File: config.mk
export PLATFORM = sky130hd
export DESIGN_NAME = lbf_supervisor
export DESIGN_NICKNAME = d
export VERILOG_FILES = /design/src/lbf_pkg.sv /design/src/lbf_timer_if.sv /design/src/lbf_fault_timer.sv /design/src/lbf_supervisor.sv
export SDC_FILE = /design/constraint.sdc
export NUM_CORES = 1
export LEC_CHECK = 0
export BUFFER_PORTS_ARGS = -buffer_cell sky130_fd_sc_hd__buf_2
export CAP_MARGIN = 20
export CORE_AREA = 2 2 119 92
export CTS_BUF_LIST = sky130_fd_sc_hd__clkbuf_4
export DETAILED_ROUTE_END_ITERATION = 8
export DIE_AREA = 0 0 121 94
export HOLD_SLACK_MARGIN = 0.05
export MAX_ROUTING_LAYER = met4
export PLACE_DENSITY = 0.72
export SETUP_SLACK_MARGIN = 0.15
export SYNTH_ARGS = -nofsm -noshare
export SYNTH_HDL_FRONTEND = slang
export SYNTH_SLANG_ARGS = --single-unit
File: constraint.sdc
create_clock -name pclk -period 2 [get_ports pclk]
set_input_delay 0.2 -clock pclk [delete_from_list [all_inputs] [get_ports pclk]]
set_output_delay 0.2 -clock pclk [all_outputs]
set_load 0.03 [all_outputs]
File: src/lbf_pkg.sv
// constants and types for the led boost fault supervisor
`default_nettype none
// How it works
// - on enable, output feedback low for 80 ms in the check phase latches off.
// - a latch-off holds until power is cycled or enable drops and rises.
// - switch current above the short level on three consecutive switch cycles latches off.
// - led feedback at its overvoltage level stops switching and latches.
// - output feedback above its overvoltage level inhibits raising.
// - output overvoltage held for more than 640 ms latches off.
// - with led feedback low the output keeps rising until a limit hits.
// - led feedback low with over-voltage or over-current for 60 ms latches.
// - over-temperature shuts down at once and restarts when it clears.
// - input undervoltage powers off and resumes when it clears.
// - the fault pin is driven low normally and released on any fault.
// - the soft-start reference is discharged while latched off.
package lbf_pkg;
    localparam int CLK_MHZ = 200;
    localparam int TICK_MS = 1;
    localparam int TICK_CYC_DFLT = TICK_MS * CLK_MHZ * 1000;
    localparam int DIV_W = 18;
    localparam int DIODE_OPEN_MS = 80;
    localparam int OVER_HOLD_MS = 640;
    localparam int LED_OPEN_MS = 60;
    localparam int SHORT_CYCLES = 3;
    localparam int TMR_W = 10;
    localparam int ADDR_W = 8;
    localparam logic [ADDR_W-1:0] CTRL_OFS = 8'h00;
    localparam logic [ADDR_W-1:0] STATUS_OFS = 8'h04;
    localparam logic [ADDR_W-1:0] INT_STAT_OFS = 8'h08;
    localparam logic [ADDR_W-1:0] INT_EN_OFS = 8'h0c;
    localparam logic [ADDR_W-1:0] INT_CLR_OFS = 8'h10;
    localparam int CTRL_SW_EN = 0;
    localparam logic CTRL_RST = 1'h1;
    localparam int STAT_SW = 3;
    localparam int STAT_FAULT = 4;
    localparam int STAT_LIVE_LSB = 16;
    localparam int STAT_CAUSE_LSB = 8;
    localparam int EV_W = 7;
    localparam int LATCH_EVS = 5;
    localparam int EV_DOPEN = 0;
    localparam int EV_DSHORT = 1;
    localparam int EV_LSHORT = 2;
    localparam int EV_OVER = 3;
    localparam int EV_LOPEN = 4;
    localparam int EV_UV = 5;
    localparam int EV_HOT = 6;
    typedef enum logic [2:0] {
        ST_OFF,
        ST_CHECK,
        ST_RUN,
        ST_RETRY,
        ST_LATCH
    } lbf_state_type;
endpackage
`default_nettype wire

File: src/lbf_timer_if.sv
// carrier between the supervisor and one fault timer
`default_nettype none
interface lbf_timer_if;
    logic tick;
    logic cond;
    logic expired;
    modport owner (output tick, output cond, input expired);
    modport timer (input tick, input cond, output expired);
endinterface
`default_nettype wire

File: src/lbf_fault_timer.sv
// millisecond duration qualifier for one fault condition
`default_nettype none
module lbf_fault_timer
    import lbf_pkg::*;
#(
    parameter logic [TMR_W-1:0] LIMIT_MS = 10'h050
)
(
    input wire logic pclk,
    input wire logic presetn,
    lbf_timer_if.timer tif
);
    typedef struct packed {
        logic [TMR_W-1:0] cnt;
        logic expired;
    } lbf_tmr_type;

    lbf_tmr_type r_ff;
    lbf_tmr_type nxt_r;

    always_comb
    begin
        nxt_r = r_ff;
        if (!tif.cond)
        begin
            nxt_r.cnt = '0;
            nxt_r.expired = 1'b0;
        end
        else if (tif.tick && !r_ff.expired)
        begin
            // counting one past the limit makes it strictly longer
            if (r_ff.cnt == LIMIT_MS)
                nxt_r.expired = 1'b1;
            else
                nxt_r.cnt = r_ff.cnt + 1'b1;
        end
    end

    always_ff @(posedge pclk or negedge presetn)
    begin
        if (!presetn)
            r_ff <= '0;
        else
            r_ff <= nxt_r;
    end

    assign tif.expired = r_ff.expired;
endmodule
`default_nettype wire

File: src/lbf_supervisor.sv
// fault supervisor for a single-string led boost controller
//
// The APB slave port and the placing of the registers were decided locally.
`default_nettype none
module lbf_supervisor
    import lbf_pkg::*;
#(
    parameter int TICK_CYC = TICK_CYC_DFLT,
    parameter logic [TMR_W-1:0] OPEN_MS = TMR_W'(DIODE_OPEN_MS),
    parameter logic [TMR_W-1:0] OVER_MS = TMR_W'(OVER_HOLD_MS),
    parameter logic [TMR_W-1:0] LED_MS = TMR_W'(LED_OPEN_MS)
)
(
    input wire logic pclk,
    input wire logic presetn,
    input wire logic psel,
    input wire logic penable,
    input wire logic pwrite,
    input wire logic [ADDR_W-1:0] paddr,
    input wire logic [31:0] pwdata,
    output logic [31:0] prdata,
    output logic pready,
    output logic pslverr,
    input wire logic enable,
    input wire logic output_feedback_sense_low,
    input wire logic output_feedback_sense_over,
    input wire logic led_current_feedback_low,
    input wire logic led_current_feedback_over,
    input wire logic switch_current_sense_over,
    input wire logic switch_current_sense_short,
    input wire logic switch_cycle,
    input wire logic input_undervoltage_sense_low,
    input wire logic temp_over,
    output logic switch_en,
    output logic out_clamp,
    output logic raise_req,
    output logic ref_discharge,
    output logic fault_o,
    output logic fault_oe,
    output logic irq
);
    typedef struct packed {
        lbf_state_type st;
        logic [DIV_W-1:0] div;
        logic tick;
        logic [1:0] short_cnt;
        logic short_hit;
        logic ctrl_en;
        logic [EV_W-1:0] int_stat;
        logic [EV_W-1:0] int_en;
        logic [LATCH_EVS-1:0] cause;
        logic [31:0] rdata;
    } lbf_main_type;

    lbf_main_type r_ff;
    lbf_main_type nxt_r;

    lbf_timer_if t_open ();
    lbf_timer_if t_over ();
    lbf_timer_if t_led ();

    logic en;
    logic active;
    logic hot;
    logic uv;
    logic short_now;
    logic short_trip;
    logic latch_ev;
    logic retry_ev;
    logic setup;
    logic access;
    logic wr;
    logic [EV_W-1:0] ev;
    logic [EV_W-1:0] clr;
    logic [31:0] rd_val;

    function automatic logic reg_hit(input logic [ADDR_W-1:0] a);
        return a == CTRL_OFS || a == STATUS_OFS || a == INT_STAT_OFS ||
            a == INT_EN_OFS || a == INT_CLR_OFS;
    endfunction

    lbf_fault_timer #(
        .LIMIT_MS(OPEN_MS)
    ) u_open (
        .pclk(pclk),
        .presetn(presetn),
        .tif(t_open.timer)
    );

    lbf_fault_timer #(
        .LIMIT_MS(OVER_MS)
    ) u_over (
        .pclk(pclk),
        .presetn(presetn),
        .tif(t_over.timer)
    );

    lbf_fault_timer #(
        .LIMIT_MS(LED_MS)
    ) u_led (
        .pclk(pclk),
        .presetn(presetn),
        .tif(t_led.timer)
    );

    assign en = enable && r_ff.ctrl_en;
    assign active = r_ff.st == ST_CHECK || r_ff.st == ST_RUN;
    assign hot = temp_over;
    assign uv = input_undervoltage_sense_low;
    assign setup = psel && !penable;
    assign access = psel && penable;
    assign wr = access && pwrite;
    assign short_now = r_ff.short_hit || switch_current_sense_short;
    assign short_trip = r_ff.st == ST_RUN && switch_cycle && short_now &&
        r_ff.short_cnt == 2'(SHORT_CYCLES - 1);

    assign t_open.tick = r_ff.tick;
    assign t_over.tick = r_ff.tick;
    assign t_led.tick = r_ff.tick;
    assign t_open.cond = r_ff.st == ST_CHECK && output_feedback_sense_low;
    assign t_over.cond = r_ff.st == ST_RUN && output_feedback_sense_over;
    // led open or feedback short timer
    assign t_led.cond = r_ff.st == ST_RUN && led_current_feedback_low &&
        (output_feedback_sense_over || switch_current_sense_over);

    always_comb
    begin
        ev = '0;
        if (r_ff.st == ST_CHECK)
            ev[EV_DOPEN] = t_open.expired;
        if (r_ff.st == ST_RUN)
        begin
            ev[EV_DSHORT] = short_trip;
            ev[EV_OVER] = t_over.expired;
            ev[EV_LOPEN] = t_led.expired;
        end
        if (active)
        begin
            ev[EV_LSHORT] = led_current_feedback_over;
            ev[EV_UV] = uv;
            ev[EV_HOT] = hot;
        end
    end

    assign latch_ev = |ev[LATCH_EVS-1:0];
    assign retry_ev = ev[EV_UV] || ev[EV_HOT];
    assign clr = wr && paddr == INT_CLR_OFS ? pwdata[EV_W-1:0] : '0;

    always_comb
    begin
        rd_val = '0;
        unique case (paddr)
            CTRL_OFS:
                rd_val[CTRL_SW_EN] = r_ff.ctrl_en;
            STATUS_OFS:
            begin
                rd_val[2:0] = r_ff.st;
                rd_val[STAT_SW] = switch_en;
                rd_val[STAT_FAULT] = !fault_oe;
                rd_val[STAT_CAUSE_LSB +: LATCH_EVS] = r_ff.cause;
                rd_val[STAT_LIVE_LSB +: 7] = {temp_over, uv,
                    switch_current_sense_over, led_current_feedback_low,
                    led_current_feedback_over, output_feedback_sense_over,
                    output_feedback_sense_low};
            end
            INT_STAT_OFS:
                rd_val[EV_W-1:0] = r_ff.int_stat;
            INT_EN_OFS:
                rd_val[EV_W-1:0] = r_ff.int_en;
            default:
                rd_val = '0;
        endcase
    end

    always_comb
    begin
        nxt_r = r_ff;
        nxt_r.tick = 1'b0;
        if (r_ff.div == DIV_W'(TICK_CYC - 1))
        begin
            nxt_r.div = '0;
            nxt_r.tick = 1'b1;
        end
        else
            nxt_r.div = r_ff.div + 1'b1;

        if (r_ff.st == ST_RUN)
        begin
            if (switch_cycle)
            begin
                nxt_r.short_cnt = short_now ? r_ff.short_cnt + 1'b1 : '0;
                nxt_r.short_hit = 1'b0;
            end
            else if (switch_current_sense_short)
                nxt_r.short_hit = 1'b1;
        end
        else
        begin
            nxt_r.short_cnt = '0;
            nxt_r.short_hit = 1'b0;
        end

        unique case (r_ff.st)
            ST_OFF:
            begin
                nxt_r.cause = '0;
                if (en)
                    nxt_r.st = ST_CHECK;
            end
            ST_CHECK, ST_RUN:
            begin
                if (!en)
                    nxt_r.st = ST_OFF;
                else if (latch_ev)
                begin
                    nxt_r.st = ST_LATCH;
                    nxt_r.cause = ev[LATCH_EVS-1:0];
                end
                else if (retry_ev)
                    nxt_r.st = ST_RETRY;
                else if (r_ff.st == ST_CHECK && !output_feedback_sense_low)
                    nxt_r.st = ST_RUN;
            end
            ST_RETRY:
            begin
                if (!en)
                    nxt_r.st = ST_OFF;
                else if (!uv && !hot)
                    nxt_r.st = ST_CHECK;
            end
            ST_LATCH:
            begin
                if (!en)
                    nxt_r.st = ST_OFF;
            end
        endcase

        if (setup)
            nxt_r.rdata = rd_val;
        if (wr && paddr == CTRL_OFS)
            nxt_r.ctrl_en = pwdata[CTRL_SW_EN];
        if (wr && paddr == INT_EN_OFS)
            nxt_r.int_en = pwdata[EV_W-1:0];
        // a clear in the same cycle as an event loses to the event
        nxt_r.int_stat = (r_ff.int_stat & ~clr) | ev;
    end

    always_ff @(posedge pclk or negedge presetn)
    begin
        if (!presetn)
        begin
            r_ff <= '0;
            r_ff.st <= ST_OFF;
            r_ff.ctrl_en <= CTRL_RST;
        end
        else
            r_ff <= nxt_r;
    end

    // zero wait states; read data was captured in the setup cycle
    assign pready = 1'b1;
    assign prdata = r_ff.rdata;
    assign pslverr = access && !reg_hit(paddr);

    assign switch_en = r_ff.st == ST_RUN && !led_current_feedback_over &&
        !uv && !hot;
    assign out_clamp = switch_en && output_feedback_sense_over;
    assign raise_req = switch_en && led_current_feedback_low &&
        !output_feedback_sense_over && !switch_current_sense_over;
    assign ref_discharge = r_ff.st == ST_LATCH;
    assign fault_o = 1'b0;
    assign fault_oe = !(r_ff.st == ST_LATCH || r_ff.st == ST_RETRY);
    assign irq = |(r_ff.int_stat & r_ff.int_en);
endmodule
`default_nettype wire

==> out/qor.yml, run 1 <==
yosys:
  async_flop_share_pct: 100
  synth_edf_count: 0
  ys_seq_elements: 97
  yosysWarnings: 0
  avgSynthCellArea_um2: 9.99
  synth_area_um2: 5000
  ys.flop_type: "dfrtp_1"
  synth_cells: 501
  synth_cell_types: 57
  ys_seq_area_share_pct: 48.5
setup_path:
  setup.worst_path.start_class: "register"
  required_ns: 2.37
  crit_type: "reg2reg"
  crit_path_end_kind: "register"
  path_max_fanout: 8
  cp_top_family: "buffers and inverters"
  cp_data_arrival_time_ns: 2.38
  slowest_stage: "dfrtp_2"
  critical-path-max-stage-delay_ns: 0.47
  cp_cell_sequence: "buf_6 > nor3b_4 > buf_4 > buf_6 > a31oi_4 > a2111oi_4 > buf_6 > mux2i_1 > a21oi_1"
  path_common_cell: "buf_6"
  crit_buf_inv: 4
global_route:
  grt_max_degree: 61
  grt_use_total_pct: 21.1
  grt_pass1_wl_um: 18200
  antenna_found_initial: 0
  grt_pass1_vias: 3765
  grt_remaining_overflow: 0
routing:
  drt-initial-drc-count: 319
  drt-total-wl_um: 11600
  firstDrtPassIters: 4
  detail-route-antenna-nets: 0
  wl_per_cell_um: 15.9
  vias: 3971
  avgViaCountPerCell: 5.45
  route.detailed.drc: 0
timing:
  fmax_ghz: 0.496
  fin_crit_sh_pct: 101
  min_period_ns: 2.02
  finClkSkew_ns: 0.0195
  slew_viol_final: 0
  finalWorstSetupSlack_ns: -0.0180
  setup_viol: 3
  rsz0062_at_grt: "true"
  tightest_slew_ns: 0.689
  fin_tns_setup_ns: -0.0342
  maxSlewHeadroom_pct: 54.1
  hold_violations: 0
floorplan:
  fp-row-count: 32
  ios: 96
  die_h_um: 94
  fp.dieArea_um2: 11400
  start_util_pct: 49.4
  die_w_um: 121
  core_um2: 10100
status:
  status: "finished, violations left"
  violations: "negative setup slack"
placement:
  port_buffers: 55
  gp_routability_congestion: 0.919
  hpwl_um: 7600
  dp_cells: 676
  pre_cts_slack_ns: 0.0644
pwr:
  p_per_area_nw_per_um2: 708
  p_leak_nw: 2.88
  combPwrFrac_pct: 23.1
  intPower_w: 0.00309
  peakVddDrop_mv: 0.342
  swShare_pct: 28.2
  pwr-share-clk_pct: 29.9
  design_power_total_w: 0.00430
  sequentialPowerShare_pct: 47.1
  switchingPower_w: 0.00121
final_layout:
  nets: 651
  area_growth_syn_to_layout_pct: 21.3
  fill_cells: 814
  layout_commonest_cell: "dfrtp_1"
  mostFrequentLayoutCells: "dfrtp_1 (93), nor2_1 (57), buf_2 (48)"
  final_util_pct: 59.9
  antennaDiodeCount: 0
  drive_gt1_share_pct: 26.8
  fin_cells: 729
cts:
  cts_buffers: 9
  cts_tree: "yes"
  numClockSinks: 97
  ctsRootBufferMaster: "clkbuf_4"
  cts.clk_slew.worst_paths_ns: 0.15
  clk_path_buf_depth: 2
  h-tree-depth: 3
  clock_latency_ns: 0.46
min_path:
  hold_class: "in2reg"
flow_run:
  timing.max_cap.violations: 0
[logic make-up after synthesis]
group	after synthesis	share of synthesized area [%]
and+or+nand+nor	201	20.1
DFF	97	48.5
AOI/OAI and AO/OA	77	11.4
buffers and inverters	60	7.12
xor gates and xnor gates	40	7.00
muxes	16	3.70
adders and majority gates	8	2.00
other	2	0.150
[sequential cells by signal, indices dropped and copies added, names as in the netlist]
register and cells:
u_open.tif.expired 1, u_over.r_ff 10, prdata 19, t_led.tick 1
r_ff 44, u_open.r_ff 10, u_led.r_ff 10, u_over.tif.expired 1
u_led.tif.expired 1
[cell usage after synthesis (5+ instances only)]
cell      instances  area [um2]
ha_1              8         100
xor2_1           25         219
a22o_1           20         175
buf_4            34         255
mux2_2           10         113
nand2b_1          7        43.8
mux2i_1           5        50.1
and3_1           14        87.6
dfrtp_1          96        2400
inv_1            13        48.8
a22oi_1           6        45.0
nor2_1           59         221
a21oi_1          18        90.1
nor3_1           12        60.1
nand4_1           9        56.3
nand3_1          24         120
nand2_1          45         169
o21ai_0          10        50.1
xnor2_1          15         131
nor2b_1           5        31.3
clkbuf_1          9        33.8
[layout make-up]
| type | instances | area [um2] | area share (%) |
|---|---|---|---|
| repair buffers | 110 | 808 | 13.3 |
| clock buffers | 10 | 75.1 | 1.24 |
| clock inverters | 6 | 106 | 1.75 |
| multi-input cells | 357 | 2430 | 40.0 |
| inverters | 13 | 48.8 | 0.804 |
| flip-flops and latches | 97 | 2430 | 40.1 |
| well taps | 136 | 170 | 2.80 |
[power groups by stage]
stage	clock network (W)	logic [W]	registers (W)
after floorplan	0	0.000391	0.00204
after global placement	0	0.000584	0.00206
after detailed placement	0	0.000597	0.00207
after CTS	0.00131	0.000755	0.00202
after global routing	0.00140	0.00106	0.00203
final	0.00128	0.000992	0.00202
[worst register-to-register path, delay by kind of cell, from the launching register on]
| kind | cells | cell delay (ns) |
|---|---|---|
| DFF | 1 | 0.47 |
| AOI/OAI and AO/OA | 3 | 0.49 |
| buffers and inverters | 4 | 0.56 |
| and+or+nand+nor | 1 | 0.21 |
| muxes | 1 | 0.21 |
[path summary, 6_finish.rpt]
path	startpoint	to	slack, ns	depth (start not counted)
min	switch_cycle	r_ff[52]	0.08	3
max in group asynchronous	presetn	u_open.r_ff[4]	1.06	3
max	r_ff[74]	r_ff[32]	-0.02	9
min in group asynchronous	presetn	prdata[19]	0.22	2
min reg2reg	r_ff[56]	r_ff[56]	0.48	1
max reg2reg	r_ff[74]	r_ff[32]	-0.02	9
[per-layer routing]
layer | global-route usage, % | vias up | share of wire, %
met5 | - | - | 0
met4 | 6.59 | 0 | 2.1
met3 | 5.76 | 27 | 5.7
met2 | 32.9 | 128 | 48
met1 | 27.0 | 1938 | 44
li1 | - | 1878 | -
[repair_timing]
item	4_1_cts	5_1_grt
endpoints found under the setup margin	9	28
cloned	0	0
pin swaps	4	13
setup buffers	8	14
hold buffers	15	0
resized for setup	23	33
endpoints found under the hold margin	59	0
[metrics by stage]
step	hold slack, ns	cell area, um2
5_1_grt	0.0542	6070
2_1_floorplan	-0.0956	5080
6_report	0.0798	6070
3_3_place_gp	0.199	5360
4_1_cts	0.0552	5840
3_5_place_dp	0.197	5360
No activity file was read; power rests on OpenSTA's default activity.
==> run 2, diff against run 1 <==
Clock period 2 ns to 2.1 ns, I/O delays scaled along.
==> run 2 against run 1 <==
The flow now finishes without violations. Sequential cell count did not move. Clock-buffer cell count unchanged. Via count is 1.6% lower. Worst setup slack improved by 0.14 ns. Non-clock buffer count fell by 3. Global-route usage rose by 0.34 points. Total power shrank 16%. Critical endpoint is now raise_req.
==> out/qor.yml, run 2 (same netlist as run 1, synthesis figures left out) <==
floorplan:
  die_w_um: 121  # unchanged
  fp-row-count: 32  # unchanged
  start_util_pct: 49.4  # unchanged
  die_h_um: 94  # unchanged
  core_um2: 10100  # unchanged
  fp.dieArea_um2: 11400  # unchanged
  ios: 96  # unchanged
setup_path:
  crit_path_end_kind: "output pin"
  cp_data_arrival_time_ns: 1.77  # -0.61 ns
  crit_type: "reg2out"
  required_ns: 1.89  # -0.48 ns
  rrSetupSlack_ns: 0.17  # +0.19 ns
  path_max_fanout: 3  # -5
  setup.worst_path.start_class: "register"
  reg2reg_depth: 6  # -3
  r2r-start: "r_ff[74]"
  r2r-end: "r_ff[74]"
timing:
  fmax_ghz: 0.505
  hold_violations: 0  # unchanged
  fin_tns_setup_ns: 0  # +0.0342 ns
  tightest_slew_ns: 0.695  # +0.00598 ns
  rsz0062_at_grt: "true"
  finClkSkew_ns: 0.0231  # +0.00357 ns
  setup_viol: 0  # -3
  fin_crit_sh_pct: 94.3
  maxSlewHeadroom_pct: 53.7  # -0.40 points
  slew_viol_final: 0  # unchanged
  min_period_ns: 1.98
cts:
  ctsRootBufferMaster: "clkbuf_4"
  cts_buffers: 9  # unchanged
  cts_tree: "yes"
  cts.clk_slew.worst_paths_ns: 0.15  # about the same
  h-tree-depth: 3  # unchanged
  clk_path_buf_depth: 2  # unchanged
  clock_latency_ns: 0.46  # about the same
  numClockSinks: 97  # unchanged
final_layout:
  layout_commonest_cell: "dfrtp_1"
  drive_gt1_share_pct: 23.6  # -3.3 points
  final_util_pct: 58.1  # -1.8 points
  antennaDiodeCount: 0  # unchanged
  regMostFlops: "r_ff"
  largest_reg_flops: 44  # unchanged
  nets: 648  # -0.46%
  mostFrequentLayoutCells: "dfrtp_1 (93), nor2_1 (58), buf_2 (49)"
  area_growth_syn_to_layout_pct: 17.7
routing:
  wl_per_cell_um: 15.2  # -4.5%
  route.detailed.drc: 0  # unchanged
  drt-initial-drc-count: 297  # -6.9%
  avgViaCountPerCell: 5.38  # -1.2%
  drt-total-wl_um: 11000  # -4.9%
  vias: 3906  # -1.6%
  detail-route-antenna-nets: 0  # unchanged
  firstDrtPassIters: 5  # +1
flow_run:
  timing.max_cap.violations: 0  # unchanged
placement:
  port_buffers: 55  # unchanged
  gp_routability_congestion: 0.917  # -0.18%
  hpwl_um: 7830  # +3.1%
pwr:
  p_leak_nw: 2.81  # -2.4%
  p_per_area_nw_per_um2: 613  # -13%
  peakVddDrop_mv: 0.412  # +21%
global_route:
  grt_max_degree: 45  # -26%
  grt_pass1_wl_um: 18600  # +2.4%
  grt_remaining_overflow: 0  # unchanged
  grt_pass1_vias: 3888  # +3.3%
  antenna_found_initial: 0  # unchanged
  grt_use_total_pct: 21.4  # +0.34 points
min_path:
  hold_class: "in2reg"
  hold_path_depth: 3  # unchanged
  hold_start: "led_current_feedback_over"
  whs_endpoint: "r_ff[34]"
status:
  status: "completed"
run 2: cell type report:
| cell class | instances | area, um2 |
|---|---|---|
| clock buffer | 10 | 75.1 |
| clock inverter | 6 | 42.5 |
| fill | 873 | 4240 |
| inverter | 13 | 48.8 |
| multi-input combinational | 357 | 2340 |
| sequential | 97 | 2430 |
| tap | 136 | 170 |
| timing repair buffer | 107 | 781 |
run 2: worst max-delay path, stage by stage, from the launching register on:
cell	delay, ns
dfrtp_2	0.47
nand2b_4	0.15
nand2b_4	0.16
nor3_4	0.21
and3_1	0.20
buf_6	0.13
run 2: repair_timing:
item	4_1_cts	5_1_grt
resized for setup	23	7
pin swaps	5	7
buffers inserted	9	6
setup endpoints to repair	5	9
hold buffers	18	0
endpoints found under the hold margin	67	0
run 2: worst max path at each step:
| stage | end | start | slack (ns) | cells after the start |
|---|---|---|---|---|
| after floorplan | raise_req | r_ff[74] | 0.19 | 5 |
| after global placement | r_ff[36] | r_ff[75] | 0.28 | 6 |
| after detailed placement | r_ff[35] | r_ff[75] | 0.23 | 6 |
| after CTS | out_clamp | r_ff[74] | 0.08 | 6 |
| after global routing | raise_req | r_ff[74] | 0.06 | 5 |
| final | raise_req | r_ff[74] | 0.12 | 5 |
run 2: report_power, final:
part	internal [W]	leakage, nW	switching (W)	total [W]
logic	0.000350	1.43	0.000446	0.000796
clock network	0.000259	0.0644	0.000618	0.000878
registers	0.00189	1.31	0.0000395	0.00193
run 2: metrics by stage:
step | cells | power (W) | worst slack, ns | area [um2] | hold WS [ns]
3_5_place_dp | 677 | 0.00252 | 0.234 | 5370 | 0.260
5_1_grt | 726 | 0.00379 | 0.0552 | 5890 | 0.0904
3_3_place_gp | 677 | 0.00251 | 0.278 | 5370 | 0.252
4_1_cts | 720 | 0.00357 | 0.0819 | 5810 | 0.0541
6_report | 726 | 0.00361 | 0.121 | 5890 | 0.0973
2_1_floorplan | 514 | 0.00231 | 0.188 | 5060 | -0.0856
run 2: routing by layer:
layer / vias up / wire [um] / track usage, %
met2: 116 / 5210 / 33.4
met4: 0 / 133 / 6.20
li1: 1869 / - / -
met5: - / 0 / -
met3: 13 / 538 / 5.10
met1: 1908 / 5150 / 28.2
